### config.mk
export PLATFORM = sky130hd
export DESIGN_NAME = rsmc_top
export DESIGN_NICKNAME = d
export VERILOG_FILES = /design/src/design/rsmc_pkg.sv /design/src/design/rsmc_pin_mux.sv /design/src/design/rsmc_top.sv
export SDC_FILE = /design/constraint.sdc
export NUM_CORES = 1
export LEC_CHECK = 0
export BUFFER_PORTS_ARGS = -buffer_cell sky130_fd_sc_hd__buf_2
export CAP_MARGIN = 25
export CORE_ASPECT_RATIO = 1.4
export CORE_MARGIN = 3
export CORE_UTILIZATION = 35
export DETAILED_ROUTE_END_ITERATION = 7
export GPL_TIMING_DRIVEN = 0
export PLACE_DENSITY = 0.69
export REMOVE_ABC_BUFFERS = 1
export SYNTH_ARGS = -nofsm -noshare
export SYNTH_HDL_FRONTEND = slang
export SYNTH_SLANG_ARGS = --single-unit
### constraint.sdc
create_clock -name clk -period 4.2 [get_ports clk]
set_input_delay 0.63 -clock clk [delete_from_list [all_inputs] [get_ports clk]]
set_output_delay 0.63 -clock clk [all_outputs]
set_load 0.02 [all_outputs]
### src/design/rsmc_pkg.sv
// Package with the constants and types of the reset strap mode capture block.
package rsmc_pkg;

	// Register word offsets on the Avalon-MM slave.
	localparam logic [1:0] RSMC_OFS_STRAP    = 2'h0;
	localparam logic [1:0] RSMC_OFS_EVENT    = 2'h1;
	localparam logic [1:0] RSMC_OFS_IRQ_CFG  = 2'h2;
	localparam logic [1:0] RSMC_OFS_BOOT     = 2'h3;

	// Field positions.
	localparam int RSMC_BIT_BOOT_SRC   = 0;
	localparam int RSMC_BIT_IRQ_STRAP  = 1;
	localparam int RSMC_BIT_TM_ONE     = 2;
	localparam int RSMC_BIT_TM_TWO     = 3;
	localparam int RSMC_BIT_TM_VIOL    = 0;
	localparam int RSMC_LSB_IRQ_EN     = 0;
	localparam int RSMC_LSB_IRQ_EDGE   = 4;
	localparam int RSMC_BIT_BOOT_WAIT  = 0;
	localparam int RSMC_BIT_BOOT_REL   = 1;

	// Number of external interrupt inputs.
	localparam int RSMC_NUM_IRQ = 4;

	// Reset and strap release values.
	localparam logic [3:0]  RSMC_IRQ_OFF      = 4'h0;
	localparam logic [3:0]  RSMC_IRQ_ALL      = 4'hF;
	localparam logic [31:0] RSMC_DATA_ZERO    = 32'h0000_0000;

	// The four shared strap pins, one bit each.
	typedef struct packed {
		logic timer0_expired_pin;
		logic link2_direction_pin;
		logic bus_master_pin;
		logic boot_memory_select_pin;
	} rsmc_pins_type;

	localparam rsmc_pins_type RSMC_PINS_ZERO = 4'h0;

	// Captured strap values.
	typedef struct packed {
		logic test_mode_strap_two;
		logic test_mode_strap_one;
		logic interrupt_enable_strap;
		logic boot_source_strap;
	} rsmc_straps_type;

	localparam rsmc_straps_type RSMC_STRAPS_DEFAULT = 4'h0;

	// Interrupt input configuration.
	typedef struct packed {
		logic [3:0] edge_mode;
		logic [3:0] enable;
	} rsmc_irq_cfg_type;

	localparam rsmc_irq_cfg_type RSMC_IRQ_CFG_RESET = 8'h00;

	// Maps strap pins to strap values.
	function automatic rsmc_straps_type rsmc_pins_to_straps(input rsmc_pins_type p);
		rsmc_straps_type s;
		s.boot_source_strap      = p.boot_memory_select_pin;
		s.interrupt_enable_strap = p.bus_master_pin;
		s.test_mode_strap_one    = p.link2_direction_pin;
		s.test_mode_strap_two    = p.timer0_expired_pin;
		return s;
	endfunction

endpackage

### src/design/rsmc_pin_mux.sv
// Shared pin driver: strap input during reset, functional drive afterwards.
`timescale 1ns/1ps
module rsmc_pin_mux (
	// Clock and reset
	input  wire logic                   clk,
	input  wire logic                   rst_b,
	input  wire logic                   clk_en,
	// Control
	input  wire logic                   strap_phase,
	// Functional side
	input  wire rsmc_pkg::rsmc_pins_type func_out,
	input  wire rsmc_pkg::rsmc_pins_type func_oe,
	// Pad side
	output logic                        pad_pulldown_en,
	output rsmc_pkg::rsmc_pins_type     pad_out,
	output rsmc_pkg::rsmc_pins_type     pad_oe
);
	import rsmc_pkg::*;

	// Pins float with the weak pull-down on while straps are sampled.
	always_ff @(posedge clk or negedge rst_b) begin
		if (!rst_b) begin
			pad_pulldown_en <= 1'b1;
			pad_out         <= RSMC_PINS_ZERO;
			pad_oe          <= RSMC_PINS_ZERO;
		end else if (clk_en) begin
			pad_pulldown_en <= strap_phase;
			pad_out         <= strap_phase ? RSMC_PINS_ZERO : func_out;
			pad_oe          <= strap_phase ? RSMC_PINS_ZERO : func_oe;
		end
	end
endmodule

### src/design/rsmc_top.sv
// Reset strap mode capture with Avalon-MM register access.
`timescale 1ns/1ps
// Overview of operation
// - Sample all strap pins while reset asserted.
// - Undriven strap pin reads default zero.
// - Boot strap zero starts EPROM boot.
// - Boot strap one idles awaiting external load.
// - Interrupt strap zero: inputs disabled, level.
// - Interrupt strap one: inputs enabled, edge.
module rsmc_top (
	// Clock, clock enable and power-on reset
	input  wire logic                     clk,
	input  wire logic                     rst_b,
	input  wire logic                     clk_en,
	// Device reset phase, high while the device is held in reset
	input  wire logic                     strap_reset_req,
	// Shared strap pins
	input  wire rsmc_pkg::rsmc_pins_type  pin_in,
	output rsmc_pkg::rsmc_pins_type       pin_out,
	output rsmc_pkg::rsmc_pins_type       pin_oe,
	output logic                          pin_pulldown_en,
	// Functional drive of the shared pins
	input  wire rsmc_pkg::rsmc_pins_type  func_out,
	input  wire rsmc_pkg::rsmc_pins_type  func_oe,
	// Boot control
	input  wire logic                     ext_boot_load,
	output logic                          eprom_boot_start,
	output logic                          boot_wait,
	// Interrupt input configuration
	output logic [3:0]                    irq_enable,
	output logic [3:0]                    irq_edge_mode,
	// Captured straps
	output rsmc_pkg::rsmc_straps_type     straps,
	// Avalon-MM slave
	input  wire logic [1:0]               avs_address,
	input  wire logic                     avs_read,
	input  wire logic                     avs_write,
	input  wire logic [31:0]              avs_writedata,
	input  wire logic [3:0]               avs_byteenable,
	output logic [31:0]                   avs_readdata,
	output logic                          avs_waitrequest
);
	import rsmc_pkg::*;

	logic             phase_q;
	logic             release_pulse;
	rsmc_straps_type  straps_q;
	rsmc_irq_cfg_type irq_cfg_q;
	logic             boot_wait_q;
	logic             boot_start_q;
	logic             tm_viol_q;
	logic             ack_q;
	logic [31:0]      rdata_q;
	logic             req;
	logic             wr_take;
	logic             wr_lo;
	logic [31:0]      rd_mux;
	rsmc_straps_type  sampled;
	logic             wr_event;
	logic             wr_irq_cfg;
	logic             wr_boot;

	assign sampled       = rsmc_pins_to_straps(pin_in);
	// Release is seen in the first cycle after the reset phase drops, with the straps final.
	assign release_pulse = phase_q && !strap_reset_req;

	// Remembers the reset phase to find the cycle in which it ends.
	always_ff @(posedge clk or negedge rst_b) begin
		if (!rst_b) begin
			phase_q <= 1'b1;
		end else if (clk_en) begin
			phase_q <= strap_reset_req;
		end
	end

	// Straps follow the pins through reset, and the last sample is kept. Sampling every
	// cycle lets pins that were still driven when the phase began settle before the end.
	always_ff @(posedge clk or negedge rst_b) begin
		if (!rst_b) begin
			straps_q <= RSMC_STRAPS_DEFAULT;
		end else if (clk_en && strap_reset_req) begin
			straps_q <= sampled;
		end
	end

	// Pads are handed back to the core one cycle after the reset phase ends.
	rsmc_pin_mux u_pin_mux (
		.clk             (clk),
		.rst_b           (rst_b),
		.clk_en          (clk_en),
		.strap_phase     (strap_reset_req),
		.func_out        (func_out),
		.func_oe         (func_oe),
		.pad_pulldown_en (pin_pulldown_en),
		.pad_out         (pin_out),
		.pad_oe          (pin_oe)
	);

	// Boot start pulse or idle wait, chosen by the boot strap at release.
	always_ff @(posedge clk or negedge rst_b) begin
		if (!rst_b) begin
			boot_start_q <= 1'b0;
		end else if (clk_en) begin
			boot_start_q <= release_pulse && !straps_q.boot_source_strap;
		end
	end

	// The software release serves a loader that cannot raise ext_boot_load itself.
	always_ff @(posedge clk or negedge rst_b) begin
		if (!rst_b) begin
			boot_wait_q <= 1'b0;
		end else if (clk_en) begin
			if (strap_reset_req) begin
				boot_wait_q <= 1'b0;
			end else if (release_pulse) begin
				boot_wait_q <= straps_q.boot_source_strap;
			end else if (ext_boot_load) begin
				boot_wait_q <= 1'b0;
			end else if (wr_boot && avs_writedata[RSMC_BIT_BOOT_REL]) begin
				boot_wait_q <= 1'b0;
			end
		end
	end

	// Interrupt configuration is loaded from the strap and may be changed later.
	always_ff @(posedge clk or negedge rst_b) begin
		if (!rst_b) begin
			irq_cfg_q <= RSMC_IRQ_CFG_RESET;
		end else if (clk_en) begin
			if (strap_reset_req) begin
				irq_cfg_q <= RSMC_IRQ_CFG_RESET;
			end else if (release_pulse) begin
				if (straps_q.interrupt_enable_strap) begin
					irq_cfg_q.enable    <= RSMC_IRQ_ALL;
					irq_cfg_q.edge_mode <= RSMC_IRQ_ALL;
				end else begin
					irq_cfg_q.enable    <= RSMC_IRQ_OFF;
					irq_cfg_q.edge_mode <= RSMC_IRQ_OFF;
				end
			end else if (wr_irq_cfg) begin
				irq_cfg_q.enable    <= avs_writedata[RSMC_LSB_IRQ_EN +: RSMC_NUM_IRQ];
				irq_cfg_q.edge_mode <= avs_writedata[RSMC_LSB_IRQ_EDGE +: RSMC_NUM_IRQ];
			end
		end
	end

	// A test strap seen high is flagged; a new detection beats a clear.
	// The flag only reports the misuse; the reserved test modes are never entered.
	always_ff @(posedge clk or negedge rst_b) begin
		if (!rst_b) begin
			tm_viol_q <= 1'b0;
		end else if (clk_en) begin
			if (release_pulse && (straps_q.test_mode_strap_one
				|| straps_q.test_mode_strap_two)) begin
				tm_viol_q <= 1'b1;
			end else if (wr_event && avs_writedata[RSMC_BIT_TM_VIOL]) begin
				tm_viol_q <= 1'b0;
			end
		end
	end

	// Every access waits one enabled cycle, so read data comes from a flop.
	assign req             = avs_read || avs_write;
	// An access ends only on an enabled edge; ending it in a frozen cycle would drop the write,
	// since it is taken on that same edge. Read data is loaded one enabled edge earlier, as ack_q rises.
	assign avs_waitrequest = req && !(ack_q && clk_en);
	assign wr_take         = clk_en && avs_write && ack_q;
	assign wr_lo           = avs_byteenable[0];

	// Write strobe of one register word. A write without byte lane zero is dropped whole,
	// so a partial write never leaves a field half updated.
	function automatic logic reg_wr_hit(input logic take, input logic [1:0] addr,
		input logic [1:0] ofs);
		return take && (addr == ofs);
	endfunction

	assign wr_event   = reg_wr_hit(wr_take && wr_lo, avs_address, RSMC_OFS_EVENT);
	assign wr_irq_cfg = reg_wr_hit(wr_take && wr_lo, avs_address, RSMC_OFS_IRQ_CFG);
	assign wr_boot    = reg_wr_hit(wr_take && wr_lo, avs_address, RSMC_OFS_BOOT);

	// The acknowledge falls back after one answer, so a held request is answered again every second enabled cycle.
	always_ff @(posedge clk or negedge rst_b) begin
		if (!rst_b) begin
			ack_q <= 1'b0;
		end else if (clk_en) begin
			ack_q <= req && !ack_q;
		end
	end

	always_comb begin
		rd_mux = RSMC_DATA_ZERO;
		unique case (avs_address)
			RSMC_OFS_STRAP: begin
				rd_mux[RSMC_BIT_BOOT_SRC]  = straps_q.boot_source_strap;
				rd_mux[RSMC_BIT_IRQ_STRAP] = straps_q.interrupt_enable_strap;
				rd_mux[RSMC_BIT_TM_ONE]    = straps_q.test_mode_strap_one;
				rd_mux[RSMC_BIT_TM_TWO]    = straps_q.test_mode_strap_two;
			end
			RSMC_OFS_EVENT:   rd_mux[RSMC_BIT_TM_VIOL] = tm_viol_q;
			RSMC_OFS_IRQ_CFG: begin
				rd_mux[RSMC_LSB_IRQ_EN +: RSMC_NUM_IRQ]   = irq_cfg_q.enable;
				rd_mux[RSMC_LSB_IRQ_EDGE +: RSMC_NUM_IRQ] = irq_cfg_q.edge_mode;
			end
			RSMC_OFS_BOOT:    rd_mux[RSMC_BIT_BOOT_WAIT] = boot_wait_q;
		endcase
	end

	always_ff @(posedge clk or negedge rst_b) begin
		if (!rst_b) begin
			rdata_q <= RSMC_DATA_ZERO;
		end else if (clk_en && avs_read && !ack_q) begin
			rdata_q <= rd_mux;
		end
	end

	assign avs_readdata     = rdata_q;
	assign eprom_boot_start = boot_start_q;
	assign boot_wait        = boot_wait_q;
	assign irq_enable       = irq_cfg_q.enable;
	assign irq_edge_mode    = irq_cfg_q.edge_mode;
	assign straps           = straps_q;
endmodule

==> results.py <==
metrics = {
    "run_status": {
        "outcome": "finished clean",
    },
    "clock_network": {
        "root_buffer": "clkbuf_8",
        "cts_tree": "done",
        "insertion_delay_ns": 0.28,
        "htreeDepth": 2,
        "clk_pin_slew_ns": 0.06,
        "postCtsResizedCells": 0,
        "clk_path_buf_depth": 2,
        "cts.sinks": 33,
        "postCtsSetupBuffers": 0,
        "cts_hold_buf": 0,
        "cts_buffers": 5,
    },
    "setup_path": {
        "critical_path_arrival_ns": 1.31,
        "crit_family": "buffers and inverters",
        "critPathMaxFanout": 28,
        "critPathBufInv": 2,
        "path_class": "primary input to output pin",
        "critPathMaxStageDelay_ns": 0.38,
        "cp.depth": 3,
        "crit_path_frequent_cell": "buf_2",
        "cp-start-kind": "primary input",
        "crit_chain": "buf_2, a21oi_1, buf_2",
        "end_kind": "output pin",
        "cp_slowest_cell": "buf_2",
        "reg2reg_depth": 3,
        "required_ns": 3.57,
    },
    "sta": {
        "setup_slack_ns": 2.26,
        "fin_crit_ns": 1.94,
        "tns_ns": 0,
        "slew_headroom": 0.514,
        "fmax_mhz": 515,
        "period_share": 0.462,
        "hold_viol_final": 0,
        "worst_pin_slew_ns": 0.729,
        "rsz0062_at_grt": "no",
        "fin_skew_ns": 0.00615,
        "setup_viol": 0,
        "slew_viol_final": 0,
    },
    "global_routing": {
        "grt.total_usage": 0.135,
        "antenna_found_initial": 0,
        "grt_pass1_wl_mm": 5.94,
        "first_global_vias": 1230,
        "grt_max_degree": 34,
        "grt_overflow": 0,
    },
    "logic_synthesis": {
        "synth.distinct_cells": 32,
        "ys.flop_type": "dfrtp_1",
        "syn_area_um2": 1710,
        "syn-instance-count": 163,
        "synth_area_leader_cell": "dfrtp_1",
        "synth_edf_count": 0,
        "yosys_warnings": 0,
        "ys_async_sr_fraction": 1.00,
        "synthTopCellsByArea": "dfrtp_1, buf_4, o21ai_0, nand2_1, mux2_2",
        "ys_seq_area_frac": 0.484,
        "synth_top_area_frac": 0.469,
        "synth-seq-cells": 33,
        "syn_avg_cell_area_um2": 10.5,
    },
    "drt": {
        "antenna_left": 0,
        "via_per_inst": 4.56,
        "routed_wl_mm": 3.74,
        "initialDrtViolationCount": 32,
        "vias": 1310,
        "detail_route.wl_per_cell_um": 13.0,
        "first_pass_iters": 4,
        "route.detailed.drc": 0,
    },
    "final_layout": {
        "utilization": 0.443,
        "drive_gt1_frac": 0.364,
        "antenna_cells": 0,
        "syn2layout_area_growth_pct": 19.3,
        "final_area_um2": 2040,
        "fin_nets": 281,
    },
    "die": {
        "start_util": 0.371,
        "core-area_um2": 4610,
        "rows": 29,
        "die-area_um2": 5770,
        "die_x_um": 65.1,
        "die_y_um": 88.7,
        "io_pins": 113,
    },
    "placement": {
        "port_buffers": 61,
        "dpl.hpwl_mm": 2.92,
        "gp_congestion": 0.793,
        "pre_cts_ws_ns": 1.98,
        "placed_area_um2": 1960,
    },
    "pwr": {
        "power_density_nw_per_um2": 408,
        "ir_worst_vdd_mv": 0.194,
        "p_leak_uw": 0.00101,
    },
    "flow_run": {
        "cap_violations": 0,
    },
    "worst_hold_path": {
        "hold_class": "primary input to async pin",
    },
}
[final cells by class]
cell class                 instances  area [um^2]
fill                             487         2570
tap                               62         77.6
inverter                          13         48.8
timing repair buffer              61          305
clock inverter                     2         10.0
sequential                        33          827
multi-input combinational        110          698
clock buffer                       6         72.6
[routing by layer]
layer / routed length, um / GRT usage / vias to the layer above
met4: 150 / 0.0717 / 0
met1: 1450 / 0.158 / 601
met5: 0 / 0 / -
li1: - / - / 638
met2: 1820 / 0.222 / 58
met3: 313 / 0.0432 / 13
[state kept, by name, summed over array words and instances (netlist names)]
register                   flops
u_pin_mux.pad_pulldown_en      1
u_pin_mux.pad_out              4
ack_q                          1
tm_viol_q                      1
eprom_boot_start               1
irq_enable                     4
boot_wait                      1
irq_edge_mode                  4
u_pin_mux.pad_oe               4
straps                         4
avs_readdata                   8
[worst paths after layout]
path | start | to | slack, ns
min | rst_b | irq_edge_mode[0] | 0.40
min in group clk | avs_readdata[3] | avs_readdata[3] | 0.47
max reg2reg | u_pin_mux.pad_pulldown_en | irq_enable[3] | 2.60
min reg2reg | avs_readdata[3] | avs_readdata[3] | 0.47
max | clk_en | avs_waitrequest | 2.26
max in group asynchronous | rst_b | u_pin_mux.pad_out[0] | 3.32
[synthesized netlist by cell type, types with 2 or more instances]
cell,number
mux2_2,6
or3_1,9
o31ai_1,3
buf_4,25
inv_1,13
o221a_2,3
mux2i_1,3
nor2_1,2
o21ai_0,16
nand3b_1,6
nand2_1,18
o221a_1,5
dfrtp_1,32
buf_6,2
clkbuf_1,3
[cell usage in the layout (no fill, tap or decap)]
cell,count
clkbuf_8,5
o41ai_1,1
mux2_2,6
nand2b_4,1
o21ai_1,1
o2bb2ai_1,1
o31ai_1,3
or3_1,9
mux4_2,1
a21oi_1,1
nand2_1,18
clkbuf_1,1
conb_1,24
o221a_1,5
nand4_4,1
dfrtp_1,32
clkinv_2,2
nor2b_1,1
nor2_1,2
or2_2,1
o21ai_0,16
inv_1,13
o221a_2,3
mux2i_1,3
nand2b_1,1
o221ai_1,1
dfstp_2,1
nand4b_1,1
nor3_1,1
o211ai_1,1
nand3b_1,6
and2b_1,1
buf_2,61
[power by group]
part	internal (uW)	switching (uW)	leakage, uW	total, uW
sequential	362	30.2	0.000412	392
clock	115	108	0.0000450	223
combinational	77.7	140	0.000557	217
[worst register-to-register path, cell delays in order, from the launching register on]
cell,delay (ns)
dfstp_2,0.56
nand2b_1,0.11
o211ai_1,0.57
o221a_2,0.31
[stage by stage]
step / hold WS, ns / total power (uW) / std cells
floorplan: 0.334 / 528 / 156
global placement: 0.458 / 612 / 279
detailed placement: 0.463 / 618 / 279
CTS: 0.421 / 843 / 287
global route: 0.462 / 883 / 287
finish: 0.404 / 832 / 287
[cells by family after synthesis]
group | count (synthesis) | share of synthesized area
AOI/OAI and AO/OA | 33 | 0.138
other | 1 | 0.00219
muxes | 10 | 0.0703
buffers and inverters | 43 | 0.158
and+or+nand+nor | 43 | 0.147
DFF | 33 | 0.484
Power figures use the tool's default switching activity.
